File: src/design/ais_defines.vh
// Register offsets, field positions and reset values of the input select block.
`ifndef AIS_DEFINES_VH
`define AIS_DEFINES_VH

// ----------------------------------------------------------------------------
// Register byte offsets
// ----------------------------------------------------------------------------
`define AIS_OFF_DMA_BUF_LEN    12'h000
`define AIS_OFF_CHAN123_SEL    12'h004
`define AIS_OFF_CHAN0_SEL      12'h008
`define AIS_OFF_SCAN_SEL_HIGH  12'h00c
`define AIS_OFF_SCAN_SEL_LOW   12'h010
`define AIS_OFF_PIN_CFG_HIGH   12'h014
`define AIS_OFF_PIN_CFG_LOW    12'h018
`define AIS_OFF_MODE_CTRL      12'h01c

// ----------------------------------------------------------------------------
// Field positions
// ----------------------------------------------------------------------------
`define AIS_BUFFER_WORDS_PER_INPUT_MSB          2
`define AIS_CH123_POS_A_BIT    0
`define AIS_CH123_NEG_A_LSB    1
`define AIS_CH123_POS_B_BIT    8
`define AIS_CH123_NEG_B_LSB    9
`define AIS_CH0_POS_A_LSB      0
`define AIS_CH0_NEG_A_BIT      7
`define AIS_CH0_POS_B_LSB      8
`define AIS_CH0_NEG_B_BIT      15
`define AIS_MODE_WIDE_BIT      0
`define AIS_MODE_SCAN_BIT      1
`define AIS_MODE_ALT_BIT       2

// ----------------------------------------------------------------------------
// Writable masks and reset values
// ----------------------------------------------------------------------------
`define AIS_MASK_DMA_BUF_LEN   16'h0007
`define AIS_MASK_CHAN123_SEL   16'h0707
`define AIS_MASK_CHAN0_SEL     16'h9f9f
`define AIS_MASK_CHAN0_SEL_2ND 16'h8f8f
`define AIS_MASK_FULL          16'hffff
`define AIS_MASK_MODE_CTRL     16'h0007
`define AIS_RESET_VALUE        16'h0000

// ----------------------------------------------------------------------------
// Negative input codes for channels 1 to 3
// ----------------------------------------------------------------------------
`define AIS_NEG_REF            2'h0
`define AIS_NEG_IN678          2'h2
`define AIS_NEG_IN91011        2'h3

`endif

File: src/design/ais_scan_step.v
// Scan pointer that steps through the inputs marked for scanning.
`timescale 1ns/1ps
module ais_scan_step #(
  parameter N_INPUTS = 32
) (
  input  wire        clk,
  input  wire        rst_n,
  input  wire        enable,
  input  wire        advance,
  input  wire [31:0] include_bits,
  output reg  [4:0]  index_q
);

  // --------------------------------------------------------------------------
  // Next marked input after the current one, wrapping round.
  // --------------------------------------------------------------------------
  function [4:0] next_marked;
    input [31:0] bits;
    input [4:0]  cur;
    integer      k;
    reg   [4:0]  cand;
    reg          found;
    begin
      next_marked = cur;
      found = 1'b0;
      for (k = 1; k <= 32; k = k + 1) begin
        cand = cur + k[4:0];
        if (!found && bits[cand]) begin
          next_marked = cand;
          found = 1'b1;
        end
      end
    end
  endfunction

  // Parking on 31 makes the first step after enable land on the lowest marked input.
  always @(posedge clk or negedge rst_n) begin
    if (!rst_n) begin
      index_q <= 5'h1f;
    end else if (!enable) begin
      index_q <= 5'h1f;
    end else if (advance) begin
      index_q <= next_marked(include_bits, index_q);
    end
  end

endmodule

File: src/design/ais_input_latch.v
// Holds the multiplexer selections for the whole of one sampling phase.
`timescale 1ns/1ps
module ais_input_latch (
  input  wire       clk,
  input  wire       rst_n,
  input  wire       load,
  input  wire [4:0] ch0_pos_d,
  input  wire       ch0_neg_d,
  input  wire       ch123_pos_d,
  input  wire [1:0] ch123_neg_d,
  input  wire       use_b_d,
  output reg  [4:0] ch0_pos_q,
  output reg        ch0_neg_q,
  output reg        ch123_pos_q,
  output reg  [1:0] ch123_neg_q,
  output reg        use_b_q
);

  // Loading only at a sampling start keeps a register write from moving a mux mid-sample.
  always @(posedge clk or negedge rst_n) begin
    if (!rst_n) begin
      ch0_pos_q   <= 5'h00;
      ch0_neg_q   <= 1'b0;
      ch123_pos_q <= 1'b0;
      ch123_neg_q <= 2'h0;
      use_b_q     <= 1'b0;
    end else if (load) begin
      ch0_pos_q   <= ch0_pos_d;
      ch0_neg_q   <= ch0_neg_d;
      ch123_pos_q <= ch123_pos_d;
      ch123_neg_q <= ch123_neg_d;
      use_b_q     <= use_b_d;
    end
  end

endmodule

File: src/design/ais_top.v
// Converter input select, scan and pin mode configuration with an APB register port.
//
// The implementer's own choices: the register addresses and the APB slave port.
`timescale 1ns/1ps
`include "ais_defines.vh"
module ais_top #(
  parameter SECOND_CONVERTER = 0,
  parameter N_INPUTS         = 32
) (
  input  wire        CLK,
  input  wire        RST_N,
  input  wire        PSEL,
  input  wire        PENABLE,
  input  wire        PWRITE,
  input  wire [11:0] PADDR,
  input  wire [31:0] PWDATA,
  input  wire [3:0]  PSTRB,
  output reg  [31:0] PRDATA,
  output wire        PREADY,
  output reg         PSLVERR,
  input  wire        SAMPLE_START,
  output wire [7:0]  BUFFER_WORDS_PER_INPUT,
  output wire        WIDE_RESOLUTION_MODE,
  output wire        SAMPLE_B_ACTIVE,
  output wire [4:0]  CH0_POS_INPUT,
  output wire        CH0_POS_LOW_REF,
  output wire        CH0_POS_GROUND,
  output wire        CH0_NEG_INPUT1,
  output wire        CH123_POS_HIGH,
  output wire [1:0]  CH123_NEG_CODE,
  output wire [31:0] PIN_DIGITAL_MODE,
  output wire [31:0] PORT_READ_ENABLE,
  output wire [31:0] MUX_TIED_GROUND
);

  // --------------------------------------------------------------------------
  // Register state
  // --------------------------------------------------------------------------
  reg  [15:0] dma_buffer_length_q;
  reg  [15:0] chan123_input_select_q;
  reg  [15:0] chan0_input_select_q;
  reg  [15:0] scan_select_high_q;
  reg  [15:0] scan_select_low_q;
  reg  [15:0] pin_analog_config_high_q;
  reg  [15:0] pin_analog_config_low_q;
  reg  [15:0] mode_ctrl_q;
  reg         phase_b_q;

  wire        wr_en;
  wire        rd_en;
  wire        addr_hit;
  wire        wide_mode;
  wire        scan_enable;
  wire        alternate_sample_mode;
  wire [15:0] chan0_mask;
  wire [15:0] chan123_view;
  wire [31:0] present_mask;
  wire [31:0] scan_include_bits;
  wire [31:0] pin_digital_mode_bits;
  wire        use_b_now;
  wire        scan_advance;
  wire [4:0]  scan_index;
  wire [4:0]  ch0_pos_sel_a;
  wire [4:0]  ch0_pos_sel_b;
  wire        ch0_neg_sel_a;
  wire        ch0_neg_sel_b;
  wire        ch123_pos_sel_a;
  wire        ch123_pos_sel_b;
  wire [1:0]  ch123_neg_sel_a;
  wire [1:0]  ch123_neg_sel_b;
  wire [4:0]  ch0_pos_next;
  wire        ch0_neg_next;
  wire        ch123_pos_next;
  wire [1:0]  ch123_neg_next;
  wire [4:0]  ch0_pos_held;

  // --------------------------------------------------------------------------
  // Helpers
  // --------------------------------------------------------------------------
  // Byte-lane write merge restricted to the writable bits of a register.
  function [15:0] merge_write;
    input [15:0] old_val;
    input [31:0] wdata;
    input [3:0]  strb;
    input [15:0] mask;
    reg   [15:0] lanes;
    begin
      lanes = {{8{strb[1]}}, {8{strb[0]}}} & mask;
      merge_write = (old_val & ~lanes) | (wdata[15:0] & lanes);
    end
  endfunction

  // Two-bit negative select: upper bit clear selects the reference, otherwise the lower bit picks the pin group.
  function [1:0] neg_code;
    input [1:0] sel;
    begin
      if (!sel[1]) begin
        neg_code = `AIS_NEG_REF;
      end else if (sel[0]) begin
        neg_code = `AIS_NEG_IN91011;
      end else begin
        neg_code = `AIS_NEG_IN678;
      end
    end
  endfunction

  // --------------------------------------------------------------------------
  // APB slave
  // --------------------------------------------------------------------------
  // Zero wait states: every access completes in its first access cycle.
  assign PREADY = 1'b1;
  assign wr_en  = PSEL & PENABLE & PWRITE & addr_hit;
  assign rd_en  = PSEL & ~PWRITE;

  // The high pin register is absent on the second converter.
  assign addr_hit = (PADDR == `AIS_OFF_DMA_BUF_LEN) ||
                    (PADDR == `AIS_OFF_CHAN123_SEL) ||
                    (PADDR == `AIS_OFF_CHAN0_SEL) ||
                    (PADDR == `AIS_OFF_SCAN_SEL_HIGH) ||
                    (PADDR == `AIS_OFF_SCAN_SEL_LOW) ||
                    ((PADDR == `AIS_OFF_PIN_CFG_HIGH) && (SECOND_CONVERTER == 0)) ||
                    (PADDR == `AIS_OFF_PIN_CFG_LOW) ||
                    (PADDR == `AIS_OFF_MODE_CTRL);

  always @* begin
    PSLVERR = PSEL & PENABLE & ~addr_hit;
  end

  // --------------------------------------------------------------------------
  // Mode control and derived views
  // --------------------------------------------------------------------------
  assign wide_mode             = mode_ctrl_q[`AIS_MODE_WIDE_BIT];
  assign scan_enable           = mode_ctrl_q[`AIS_MODE_SCAN_BIT];
  assign alternate_sample_mode = mode_ctrl_q[`AIS_MODE_ALT_BIT];
  assign WIDE_RESOLUTION_MODE  = wide_mode;

  // Channel 0 positive select loses its top bit on the second converter.
  assign chan0_mask = (SECOND_CONVERTER != 0) ? `AIS_MASK_CHAN0_SEL_2ND :
                                                `AIS_MASK_CHAN0_SEL;

  // Wide mode hides the channel 1-3 selects entirely.
  assign chan123_view = wide_mode ? 16'h0000 : chan123_input_select_q;

  // --------------------------------------------------------------------------
  // Register writes
  // --------------------------------------------------------------------------
  always @(posedge CLK or negedge RST_N) begin
    if (!RST_N) begin
      dma_buffer_length_q      <= `AIS_RESET_VALUE;
      chan123_input_select_q   <= `AIS_RESET_VALUE;
      chan0_input_select_q     <= `AIS_RESET_VALUE;
      scan_select_high_q       <= `AIS_RESET_VALUE;
      scan_select_low_q        <= `AIS_RESET_VALUE;
      pin_analog_config_high_q <= `AIS_RESET_VALUE;
      pin_analog_config_low_q  <= `AIS_RESET_VALUE;
      mode_ctrl_q              <= `AIS_RESET_VALUE;
    end else if (wr_en) begin
      case (PADDR)
        `AIS_OFF_DMA_BUF_LEN: begin
          dma_buffer_length_q <= merge_write(dma_buffer_length_q, PWDATA, PSTRB,
                                             `AIS_MASK_DMA_BUF_LEN);
        end
        `AIS_OFF_CHAN123_SEL: begin
          if (!wide_mode) begin
            chan123_input_select_q <= merge_write(chan123_input_select_q, PWDATA, PSTRB,
                                                  `AIS_MASK_CHAN123_SEL);
          end
        end
        `AIS_OFF_CHAN0_SEL: begin
          chan0_input_select_q <= merge_write(chan0_input_select_q, PWDATA, PSTRB,
                                              chan0_mask);
        end
        `AIS_OFF_SCAN_SEL_HIGH: begin
          scan_select_high_q <= merge_write(scan_select_high_q, PWDATA, PSTRB,
                                            `AIS_MASK_FULL);
        end
        `AIS_OFF_SCAN_SEL_LOW: begin
          scan_select_low_q <= merge_write(scan_select_low_q, PWDATA, PSTRB,
                                           `AIS_MASK_FULL);
        end
        `AIS_OFF_PIN_CFG_HIGH: begin
          pin_analog_config_high_q <= merge_write(pin_analog_config_high_q, PWDATA, PSTRB,
                                                  `AIS_MASK_FULL);
        end
        `AIS_OFF_PIN_CFG_LOW: begin
          pin_analog_config_low_q <= merge_write(pin_analog_config_low_q, PWDATA, PSTRB,
                                                 `AIS_MASK_FULL);
        end
        `AIS_OFF_MODE_CTRL: begin
          mode_ctrl_q <= merge_write(mode_ctrl_q, PWDATA, PSTRB, `AIS_MASK_MODE_CTRL);
        end
        default: begin
          mode_ctrl_q <= mode_ctrl_q;
        end
      endcase
    end
  end

  // --------------------------------------------------------------------------
  // Register reads
  // --------------------------------------------------------------------------
  // Upper sixteen bits and every unimplemented position read zero.
  always @* begin
    PRDATA = 32'h0000_0000;
    if (rd_en) begin
      case (PADDR)
        `AIS_OFF_DMA_BUF_LEN:   PRDATA = {16'h0000, dma_buffer_length_q};
        `AIS_OFF_CHAN123_SEL:   PRDATA = {16'h0000, chan123_view};
        `AIS_OFF_CHAN0_SEL:     PRDATA = {16'h0000, chan0_input_select_q};
        `AIS_OFF_SCAN_SEL_HIGH: PRDATA = {16'h0000, scan_select_high_q};
        `AIS_OFF_SCAN_SEL_LOW:  PRDATA = {16'h0000, scan_select_low_q};
        `AIS_OFF_PIN_CFG_HIGH: begin
          PRDATA = (SECOND_CONVERTER == 0) ? {16'h0000, pin_analog_config_high_q} :
                                             32'h0000_0000;
        end
        `AIS_OFF_PIN_CFG_LOW:   PRDATA = {16'h0000, pin_analog_config_low_q};
        `AIS_OFF_MODE_CTRL:     PRDATA = {16'h0000, mode_ctrl_q};
        default:                PRDATA = 32'h0000_0000;
      endcase
    end
  end

  // --------------------------------------------------------------------------
  // Buffer sizing
  // --------------------------------------------------------------------------
  assign BUFFER_WORDS_PER_INPUT = 8'h01 << dma_buffer_length_q[`AIS_BUFFER_WORDS_PER_INPUT_MSB:0];

  // --------------------------------------------------------------------------
  // Pin mode
  // --------------------------------------------------------------------------
  // Pins that do not exist on the part ignore their bits but keep them readable.
  assign present_mask = (N_INPUTS >= 32) ? 32'hffff_ffff :
                        ((32'h0000_0001 << N_INPUTS) - 32'h0000_0001);

  assign scan_include_bits     = {scan_select_high_q, scan_select_low_q};
  assign pin_digital_mode_bits = {((SECOND_CONVERTER == 0) ? pin_analog_config_high_q :
                                   16'h0000),
                                  pin_analog_config_low_q} & present_mask;

  assign PIN_DIGITAL_MODE = pin_digital_mode_bits;
  assign PORT_READ_ENABLE = pin_digital_mode_bits;
  assign MUX_TIED_GROUND  = pin_digital_mode_bits;

  // --------------------------------------------------------------------------
  // Sample A / B alternation
  // --------------------------------------------------------------------------
  assign use_b_now = alternate_sample_mode & phase_b_q;

  always @(posedge CLK or negedge RST_N) begin
    if (!RST_N) begin
      phase_b_q <= 1'b0;
    end else if (!alternate_sample_mode) begin
      phase_b_q <= 1'b0;
    end else if (SAMPLE_START) begin
      phase_b_q <= ~phase_b_q;
    end
  end

  // --------------------------------------------------------------------------
  // Scan stepping
  // --------------------------------------------------------------------------
  // The pointer moves only for sample A phases; sample B keeps its fixed select.
  assign scan_advance = SAMPLE_START & ~use_b_now;

  ais_scan_step #(
    .N_INPUTS (N_INPUTS)
  ) u_scan (
    .clk          (CLK),
    .rst_n        (RST_N),
    .enable       (scan_enable),
    .advance      (scan_advance),
    .include_bits (scan_include_bits),
    .index_q      (scan_index)
  );

  // --------------------------------------------------------------------------
  // Selection for the coming sampling phase
  // --------------------------------------------------------------------------
  assign ch0_pos_sel_a   = chan0_input_select_q[`AIS_CH0_POS_A_LSB +: 5];
  assign ch0_pos_sel_b   = chan0_input_select_q[`AIS_CH0_POS_B_LSB +: 5];
  assign ch0_neg_sel_a   = chan0_input_select_q[`AIS_CH0_NEG_A_BIT];
  assign ch0_neg_sel_b   = chan0_input_select_q[`AIS_CH0_NEG_B_BIT];
  assign ch123_pos_sel_a = chan123_view[`AIS_CH123_POS_A_BIT];
  assign ch123_pos_sel_b = chan123_view[`AIS_CH123_POS_B_BIT];
  assign ch123_neg_sel_a = chan123_view[`AIS_CH123_NEG_A_LSB +: 2];
  assign ch123_neg_sel_b = chan123_view[`AIS_CH123_NEG_B_LSB +: 2];

  // The scan pointer lands on its new input in the same cycle the phase is latched.
  assign ch0_pos_next = use_b_now ? ch0_pos_sel_b :
                        (scan_enable ? next_scan_preview(scan_include_bits, scan_index) :
                                       ch0_pos_sel_a);
  assign ch0_neg_next   = use_b_now ? ch0_neg_sel_b : ch0_neg_sel_a;
  assign ch123_pos_next = use_b_now ? ch123_pos_sel_b : ch123_pos_sel_a;
  assign ch123_neg_next = neg_code(use_b_now ? ch123_neg_sel_b : ch123_neg_sel_a);

  // Same walk as the scan pointer, so the latched input matches its next index.
  function [4:0] next_scan_preview;
    input [31:0] bits;
    input [4:0]  cur;
    integer      k;
    reg   [4:0]  cand;
    reg          found;
    begin
      next_scan_preview = cur;
      found = 1'b0;
      for (k = 1; k <= 32; k = k + 1) begin
        cand = cur + k[4:0];
        if (!found && bits[cand]) begin
          next_scan_preview = cand;
          found = 1'b1;
        end
      end
    end
  endfunction

  ais_input_latch u_latch (
    .clk         (CLK),
    .rst_n       (RST_N),
    .load        (SAMPLE_START),
    .ch0_pos_d   (ch0_pos_next),
    .ch0_neg_d   (ch0_neg_next),
    .ch123_pos_d (ch123_pos_next),
    .ch123_neg_d (ch123_neg_next),
    .use_b_d     (use_b_now),
    .ch0_pos_q   (ch0_pos_held),
    .ch0_neg_q   (CH0_NEG_INPUT1),
    .ch123_pos_q (CH123_POS_HIGH),
    .ch123_neg_q (CH123_NEG_CODE),
    .use_b_q     (SAMPLE_B_ACTIVE)
  );

  // --------------------------------------------------------------------------
  // Channel 0 positive outputs
  // --------------------------------------------------------------------------
  assign CH0_POS_INPUT   = ch0_pos_held;
  // An input with no pin on this part converts the low reference instead.
  assign CH0_POS_LOW_REF = ~present_mask[ch0_pos_held];
  // A pin in digital mode hands the mux analog ground rather than the pin.
  assign CH0_POS_GROUND  = pin_digital_mode_bits[ch0_pos_held];

endmodule

File: config.mk
export PLATFORM = sky130hd
export DESIGN_NAME = ais_top
export DESIGN_NICKNAME = d
export VERILOG_FILES = /design/src/design/ais_scan_step.v /design/src/design/ais_input_latch.v /design/src/design/ais_top.v
export VERILOG_INCLUDE_DIRS = /design/src /design/src/design
export SDC_FILE = /design/constraint.sdc
export NUM_CORES = 1
export LEC_CHECK = 0
export BUFFER_PORTS_ARGS = -buffer_cell sky130_fd_sc_hd__buf_2
export CAP_MARGIN = 30
export CORE_ASPECT_RATIO = 1.5
export CORE_UTILIZATION = 50
export CTS_CLUSTER_SIZE = 40
export DETAILED_ROUTE_END_ITERATION = 7
export MAX_ROUTING_LAYER = met4
export PLACE_DENSITY = 0.73
export SETUP_SLACK_MARGIN = 0.3
export SLEW_MARGIN = 15
export SYNTH_ARGS = -nofsm -noshare
export SYNTH_HDL_FRONTEND = slang
export SYNTH_SLANG_ARGS = --single-unit
File: constraint.sdc
create_clock -name CLK -period 5.6 [get_ports CLK]
set_input_delay 1.12 -clock CLK [delete_from_list [all_inputs] [get_ports CLK]]
set_output_delay 1.12 -clock CLK [all_outputs]
set_load 0.03 [all_outputs]
* Word-level counts from Yosys, hierarchy flattened *
Memory sizes are Yosys's and may differ from the RTL's.
Cells that the tools add are included.

word-level totals
  bits in registers = 144
  bits in read-only memories = 32
  input port bits = 54
  output and inout port bits = 151
  word-level logic and storage cells = 536
  memories kept = 1

memories
  memory           words  bits a word  read ports  clocked after Yosys merged registers in  wr ports  line           RTL
  (no name shown)  32     1            1           0                                        0         ais_top.v:337  assign CH0_POS_LOW_REF = ~present_mask[ch0_pos_held];

operators by class
  add/subtract/negate cells = 31
  order comparisons = 33
  equal/unequal tests = 10
  shift-type cells = 1
  multiplexer cells = 267
  bitwise gates (word level) = 37
  reductions and logical operators = 141

operator list
  kind                   count
  $mux W5                67
  $lt A5 B6 Y1 const B   33
  $bmux W1 S5            33
  $mux W1                162
  $and A16 B16 Y16       10
  $or A16 B16 Y16        8
  $pmux W16 S8           1
  $add A5 B5 Y5 const B  16
  $logic_and A1 B1 Y1    62
  $logic_not A1 Y1       62
  $eq A12 B5 Y1 const B  4
  $add A5 B4 Y5 const B  8
  $mux W16               2
  $not A16 Y16           2
  $eq A12 B4 Y1 const B  2
  $add A5 B3 Y5 const B  4
  $and A16 B11 Y16       1
  $and A16 B3 Y16        1
  $not A11 Y16           1
  $not A3 Y16            1
  $reduce_and A2 Y1      8
  $eq A12 B3 Y1 const B  1
  $logic_not A12 Y1      1
  $add A5 B2 Y5 const B  2
  9 further kinds        28

* Depth between registers and ports, before layout *
Gate-level depths: netlist of the first run.

  depth in word-level cells = 161
  gate-level depth with buffers = 23
  gate-level depth less buffers = 14

* By module *
Synthesis of the first run repeated with hierarchy kept, for this count alone.

unflattened totals
  cells, all modules = 2053
  area total of the unflattened synthesis = 18750.5 um^2

by module, submodules not included
  module           times used  cells an instance  area an instance (um^2)  seq. area each (um^2)
  ais_top          1           1216               11687.5                  2227.1
  ais_scan_step    1           816                6651.4                   131.4
  ais_input_latch  1           21                 411.6                    250.2

* Least setup slack after synthesis of the first run *
No wires, ideal clock.

  kind = reg-to-reg
  start = register u_scan.index_q[1]
  end = register u_latch.ch0_pos_q[3]
  library setup time = 80 ps
  data arrival time = 5588 ps
  data required time = 5520 ps
  path slack = -68 ps
  cell stages (with the launch flop) = 22
  buffers on the path = 8
  period minus slack after synthesis = 5668 ps
  cell sequence = dfstp_2 buf_6 buf_6 buf_6 buf_6 buf_2 clkinv_1 ha_1 clkinv_1 clkbuf_1 mux4_2 a22oi_1 nand3_1 or3_1 buf_2 or4_1 clkbuf_2 or3_1 o221ai_1 o221a_1 a21bo_1 o211ai_2

between the ends
  cells in the longest elaborated chain, start to end = 99
  elaborated cells on any way between the ends = 222
  those cells by class = add/sub (31); mux (129); reduce/logical (62)

ends and longest elaborated chain
  item                           line                  RTL
  start, declared                ais_scan_step.v:11    output reg [4:0] index_q
  start signal, assigned         ais_scan_step.v:43    index_q <= next_marked(include_bits, index_q);
  $add A5 B1 Y5                  ais_top.v:307         cand = cur + k[4:0];
  $bmux W1 S5                    ais_top.v:308         if (!found && bits[cand]) begin
  $mux W1 (implied by the code)  ais_top.v:308
  $mux W1                        ais_top.v:308
  $logic_not A1 Y1               ais_top.v:308
  $logic_and A1 B1 Y1            ais_top.v:308
  $mux W1                        ais_top.v:308
  $logic_not A1 Y1               ais_top.v:308
  [83 not listed]                --
  $logic_not A1 Y1               ais_top.v:308
  $logic_and A1 B1 Y1            ais_top.v:308
  $mux W1                        ais_top.v:308
  $logic_not A1 Y1               ais_top.v:308
  $logic_and A1 B1 Y1            ais_top.v:308
  $mux W5 *                      ais_top.v:308
  $mux W5 *                      ais_top.v:290         (scan_enable ? next_scan_preview(scan_include_bits, scan_index) :
  $mux W5 *                      ais_top.v:289         assign ch0_pos_next = use_b_now ? ch0_pos_sel_b :
  end signal, assigned           ais_input_latch.v:28  ch0_pos_q <= ch0_pos_d;
  end, declared                  ais_input_latch.v:12  output reg [4:0] ch0_pos_q,

Every way passes the cells marked *; elsewhere a longest branch is shown, timed or not. The select of a mux whose other input is x is not followed.
A chain may end at the register's enable or synchronous reset.

* Worst setup path after layout of the first run *
  start = register u_scan.index_q[2]
  end = register u_latch.ch0_pos_q[0]

The elaborated chain is that of the path after synthesis.

==> metrics, run 1 <==
status=finished, final reports clean; Fmax=190.0 MHz; sequential share of the synthesized area=20.47%; DP HPWL=38200 um; share of layout cells above drive strength 1=39.72%; Post-synth top cells=mux2_2 (134), nand2_1 (102), dfrtp_1 (99); Clock Sink Count=104; worst hold-check path type=flip-flop to flip-flop; vias per cell=7.027; Hold-fix buffers, CTS=0; Synth Flop Type=dfrtp_1; crit start category=flip-flop; I/O pin count=205; Tmin final=5.265 ns; power per cell area=104.3 nW/um^2; RSZ-0062 raised after global routing=yes; NetSw=353.4 uW; Max transition margin=35.86%; layout net count=1512; crit path DAT=5.47 ns; largest net degree at the start of global routing=64; post-synth cell types=99; Die Area=26140 um^2; first-pass GRT wire length=73530 um; CP max stage cell=dfstp_2; PortBufs=168; # setup viols final=0; total of max-cap violations=0; Initial Util=50.86%; post-route ant nets=0; ys async rst share=100.0%; initial antenna violation count=0; drc violations=0; multi-input combinational cell area=9130 um^2; router iterations before antenna repair=6; Skew-Pair Late Insertion Delay=0.36 ns; Sum Neg Setup Slack=0 ns; Leak=0.006742 uW; sequential cell area=2613 um^2; CTS tree=done; gr usage total=38.86%; Die Ht=197.5 um; top post-synthesis cells by area=dfrtp_1 (19%), mux4_2 (16%), mux2_2 (12%); maximum level of the CTS H-tree=3; CP bufs+invs=4; worst hold slack=0.5029 ns; Final period util=94.01%; Top delay family on crit path=simple AND/OR/NAND/NOR gates; Final Max Slew Viols=0; gpl congestion=1.072; grt ovf=0; Ys Warns=0; drt wl/cell=27.72 um; worst setup path class=flip-flop to flip-flop; Syn Inst Count=1331; sequential fraction of design power=51.3%; Max clock buf depth=2; DR iter-0 viols=1515; Clock Skew=0.008786 ns; core area=25050 um^2; CP endpoint kind=flip-flop; Logic pwr share=5.4%; # rows=71; Post-synth EDFFs=0; most frequent cell after synthesis=mux2_2; internal power=1135 uW; critical path peak fanout=16; CTS root buffer=clkbuf_16; CP max stage delay=0.66 ns; Worst-path clk slew=0.07 ns; CP Cell Sequence=inv_2, buf_4, ha_1, xnor2_2, buf_4, mux4_2, mux4_2, buf_4, nor2b_1, nand3_1, o21ai_0, nand4b_1, or4_4, or3_1, a31oi_2, a31oi_1; total number of vias=12494; Least-Margin Pin Slew=0.9557 ns; clock power share=43.3%; Synth Area per Inst=9.573 um^2; Mapped Area=12740 um^2; area leader, netlist=dfrtp_1; CP required=5.81 ns; Synth top area share=19.44%; Final Hold Fails=0; TritonCTS Buffers=9; DIE WIDTH=132.3 um; maximum vdd drop=0.2330 mV; ant diodes=0; fillers=2207; DRT Wirelength=49290 um; Syn-to-layout area delta=11.99%; vias in the first global route=11875; Critical Path Most Common Cell=buf_4; Yosys reg bits=104; switch share=23.74%
[metal layers]
layer,GRT usage [%],up-vias,share of wire (%)
li1,-,5269,-
met1,41.21,6083,34
met2,65.91,882,50
met3,4.131,260,7.3
met4,31.33,0,9.4
met5,-,-,0
[stage by stage]
| stage | utilization (%) | power, uW | cells | setup WS [ns] | cell area (um^2) |
|---|---|---|---|---|---|
| floorplan | - | 820.1 | 1347 | 0.2577 | 12840 |
| global placement | 54.86 | 857.4 | 1756 | 0.1463 | 13740 |
| detailed placement | 54.89 | 858.4 | 1757 | 0.06862 | 13750 |
| CTS | 56.22 | 1491 | 1773 | 0.3127 | 14080 |
| global route | 56.96 | 1529 | 1778 | 0.2931 | 14270 |
| finish | 56.96 | 1488 | 1778 | 0.3355 | 14270 |
[what timing repair did]
action | in CTS | in global routing
pin swaps | 0 | 3
resized for setup | 5 | 30
setup endpoints to repair | 10 | 10
setup buffers | 0 | 5
[final cells by class]
| type | count | area share (%) |
|---|---|---|
| Clock buffer | 10 | 1.675 |
| Clock inverter | 6 | 0.4647 |
| Inverter | 27 | 0.7628 |
| Multi-Input combinational cell | 1030 | 63.98 |
| Sequential cell | 104 | 18.31 |
| Tap cell | 328 | 2.876 |
| Timing Repair Buffer | 273 | 11.93 |
[placed cells by master, fill, tap and decap left out, types with 18 or more instances in the layout]
cell type	synthesis	routed
buf_4	85	97
nor3_1	32	29
a21oi_1	50	50
inv_1	23	22
nand2_1	102	102
conb_1	2	18
mux2i_1	89	86
nor2_1	64	63
a22oi_1	37	36
buf_2	17	167
mux2_2	134	134
dfrtp_1	99	99
mux4_2	89	90
nor4_1	21	19
o21ai_0	48	48
nand3_1	22	21
[logic make-up (layout without fill, tap and decap cells)]
kind of cell,Yosys count,after routing,synth area share (%)
other,2,18,0.05894
AO/OA/AOI/OAI,291,291,16.01
flip-flops,104,104,20.47
adder cells (fa/ha/maj),13,13,1.277
multiplexers,326,326,36.04
AND/OR/NAND/NOR,350,350,14.23
buffers and inverters,213,316,9.603
XOR/XNOR,32,32,2.317
[path summary, 6_finish.rpt]
check,start,to,slack (ns),depth (start not counted)
min in group asynchronous,RST_N,u_latch.ch123_neg_q[1]$_DFFE_PN0P_,0.74,1
setup / recovery,u_scan.index_q[2]$_DFFE_PN1P_,u_latch.ch0_pos_q[0]$_DFFE_PN0P_,0.34,16
hold reg to reg,u_latch.use_b_q$_DFFE_PN0P_,u_latch.use_b_q$_DFFE_PN0P_,0.50,1
setup reg to reg,u_scan.index_q[2]$_DFFE_PN1P_,u_latch.ch0_pos_q[0]$_DFFE_PN0P_,0.34,16
hold / removal,u_latch.use_b_q$_DFFE_PN0P_,u_latch.use_b_q$_DFFE_PN0P_,0.50,1
max in group asynchronous,RST_N,asynchronous set/reset pin,3.65,2
[power by group through the flow]
stage          Clock (uW)  Combinational, uW  Sequential, uW
4_1_cts               647               80.6             763
5_1_grt               679               86.9             763
3_3_place_gp            0               79.7             778
2_1_floorplan           0               43.5             777
6_report              645               80.1             763
3_5_place_dp            0               80.5             778
(Power assumes the default switching activity.)
==> inputs of run 2 (changes only) <==
--- a/config.mk
+++ b/config.mk
@@ -8,12 +8,14 @@
 export LEC_CHECK = 0
 export BUFFER_PORTS_ARGS = -buffer_cell sky130_fd_sc_hd__buf_2
 export CAP_MARGIN = 30
-export CORE_ASPECT_RATIO = 1.5
-export CORE_UTILIZATION = 50
+export CELL_PAD_IN_SITES_DETAIL_PLACEMENT = 0
+export CELL_PAD_IN_SITES_GLOBAL_PLACEMENT = 1
+export CORE_ASPECT_RATIO = 0.75
+export CORE_UTILIZATION = 41
 export CTS_CLUSTER_SIZE = 40
 export DETAILED_ROUTE_END_ITERATION = 7
 export MAX_ROUTING_LAYER = met4
-export PLACE_DENSITY = 0.73
+export PLACE_DENSITY = 0.77
 export SETUP_SLACK_MARGIN = 0.3
 export SLEW_MARGIN = 15
 export SYNTH_ARGS = -nofsm -noshare
==> run 2 against run 1 <==
- combinational power up 2.7%
- non-clock buffer count is 20 higher
- global-route usage is 5.3 points lower
- worst hold slack gained 0.015 ns
- first-iteration DRC count is 2.7% higher
- cell count up 5.1%
- power shrank 1.7%
- count of clock-buffer cells in the layout unchanged
- fmax rose by 0.40%
- critical path depth decreased by 1
- design area is 2.1% higher
- clock skew increased by 0.0028 ns
- critical endpoint is now u_latch.ch0_pos_q[4]$_DFFE_PN0P_
- largest power group unchanged
==> metrics, run 2 (synthesis gave the netlist of run 1 again) <==
status=finished, final reports clean; worst hold-check path type=flip-flop to flip-flop; # setup viols final=0 (unchanged); DIE WIDTH=205.6 um (+55%); Top delay family on crit path=compound AO/OA/AOI/OAI gates; total number of vias=12536 (+0.34%); Final period util=93.63% (-0.37 points); CP endpoint kind=flip-flop; layout net count=1532 (+1.3%); I/O pin count=205 (unchanged); Tmin final=5.244 ns (-0.02097 ns); Die Area=31790 um^2 (+22%); Worst-path clk slew=0.08 ns (about the same); commonest cells after routing, fill and taps aside=buf_2 (167), mux2_2 (134), buf_4 (118); Final Max Slew Viols=0 (unchanged); ant diodes=0 (unchanged); Critical Path Most Common Cell=o21ai_0; RSZ-0062 raised after global routing=yes; commonest non-fill, non-tap cell in the layout=buf_2; Syn-to-layout area delta=14.38%; maximum vdd drop=0.1438 mV (-38%); drc violations=0 (unchanged); Max clock buf depth=2 (unchanged); drt wl/cell=27.78 um (+0.22%); Max transition margin=34.10% (-1.8 points); gr usage total=33.51% (-5.3 points); Leak=0.006828 uW (+1.3%); CP bufs+invs=2 (-2); DRT Wirelength=51930 um (+5.3%); Least-Margin Pin Slew=0.9818 ns (+0.02610 ns); Tot Pwr=1464 uW (-1.7%); vias per cell=6.707 (-4.5%); total of max-cap violations=0 (unchanged); router iterations before antenna repair=6 (unchanged); CTS tree=done; Hold-fix buffers, CTS=0 (unchanged); fin cells=1869 (+5.1%); fin util=48.02% (-8.9 points); largest net degree at the start of global routing=63 (-1.6%); CP Cell Sequence=inv_2, ha_2, buf_4, mux4_2, mux4_2, nand2_1, o21ai_0, nor3_1, nand3_1, or3_1, o221a_2, o21ai_0, a21oi_1, o21ai_1, o21ai_0; critical path peak fanout=11 (-5); worst setup path class=flip-flop to flip-flop; Clock Sink Count=104 (unchanged); # rows=55 (-23%); CP max stage cell=dfstp_4; maximum level of the CTS H-tree=3 (unchanged); grt ovf=0 (unchanged); TritonCTS Buffers=9 (unchanged); share of layout cells above drive strength 1=41.29% (+1.6 points); power per cell area=100.4 nW/um^2 (-3.7%); CTS root buffer=clkbuf_16; CP max stage delay=0.75 ns (+0.09 ns); gpl congestion=0.9850 (-8.1%); first-pass GRT wire length=76490 um (+4.0%); vias in the first global route=11517 (-3.0%); placed cells=1847 (+5.1%); PortBufs=168 (unchanged); crit path DAT=5.49 ns (+0.02 ns); Die Ht=154.7 um (-22%); Skew-Pair Late Insertion Delay=0.36 ns (about the same); DR iter-0 viols=1556 (+2.7%); Fmax=190.7 MHz (+0.40%); core area=30350 um^2 (+21%); CP required=5.84 ns (+0.03 ns); Final Hold Fails=0 (unchanged); Initial Util=41.99% (-8.9 points); crit start category=flip-flop; DP HPWL=41110 um (+7.6%); Clock Skew=0.01155 ns (+0.002762 ns); initial antenna violation count=1 (+1); post-route ant nets=0 (unchanged)
[run 2: changes by cell type in the layout (fill, tap and decap cells not counted), sizes merged]
cell	delta
inv	-1
buf	+20
clkinv	+2
bufinv	-1
[run 2: per-layer routing]
layer	global-route usage (%)	vias to the layer above	part of all wire (%)
li1	-	5323	-
met1	51.46	6342	46
met2	43.43	808	40
met3	8.976	63	12
met4	5.467	0	1.7
met5	-	-	0
[run 2: power breakdown]
part           switching (uW)  internal, uW  leakage [uW]
logic                    61.6          20.8       0.00526
registers                9.83           753       0.00143
clock network             309           309      0.000140
[run 2: repair_timing]
item,4_1_cts,5_1_grt
endpoints found under the setup margin,10,10
cloned,0,1
buffers inserted,3,2
hold endpoints to repair,0,0
pin swaps,2,0
gates resized for setup,11,36
[run 2: final cells by class]
class,instances,area (um^2)
Sequential cell,104,2616
Timing Repair Buffer,293,1864
Fill cell,2922,15770
Tap cell,399,499.2
Inverter,27,107.6
Clock inverter,6,52.55
Multi-Input combinational cell,1030,9205
Clock buffer,10,229.0
[run 2: worst paths after layout]
check,from,endpoint,slack (ns),cells after the start
max reg2reg,u_scan.index_q[2]$_DFFE_PN1P_,u_latch.ch0_pos_q[4]$_DFFE_PN0P_,0.36,15
min in group asynchronous,RST_N,asynchronous set/reset pin,0.85,1
max in group asynchronous,RST_N,asynchronous set/reset pin,3.67,2
min reg2reg,u_latch.use_b_q$_DFFE_PN0P_,u_latch.use_b_q$_DFFE_PN0P_,0.52,1
max,u_scan.index_q[2]$_DFFE_PN1P_,u_latch.ch0_pos_q[4]$_DFFE_PN0P_,0.36,15
min,u_latch.use_b_q$_DFFE_PN0P_,u_latch.use_b_q$_DFFE_PN0P_,0.52,1
[run 2: stage by stage]
stage	hold slack (ns)	TNS, ns	area [um^2]	setup slack, ns
3_3_place_gp	0.4896	-0.03064	13990	-0.03064
4_1_cts	0.5158	0	14340	0.3097
6_report	0.5175	0	14570	0.3565
5_1_grt	0.5330	0	14570	0.2942
3_5_place_dp	0.4993	0	13990	0.07309
2_1_floorplan	0.4942	0	12840	0.2577
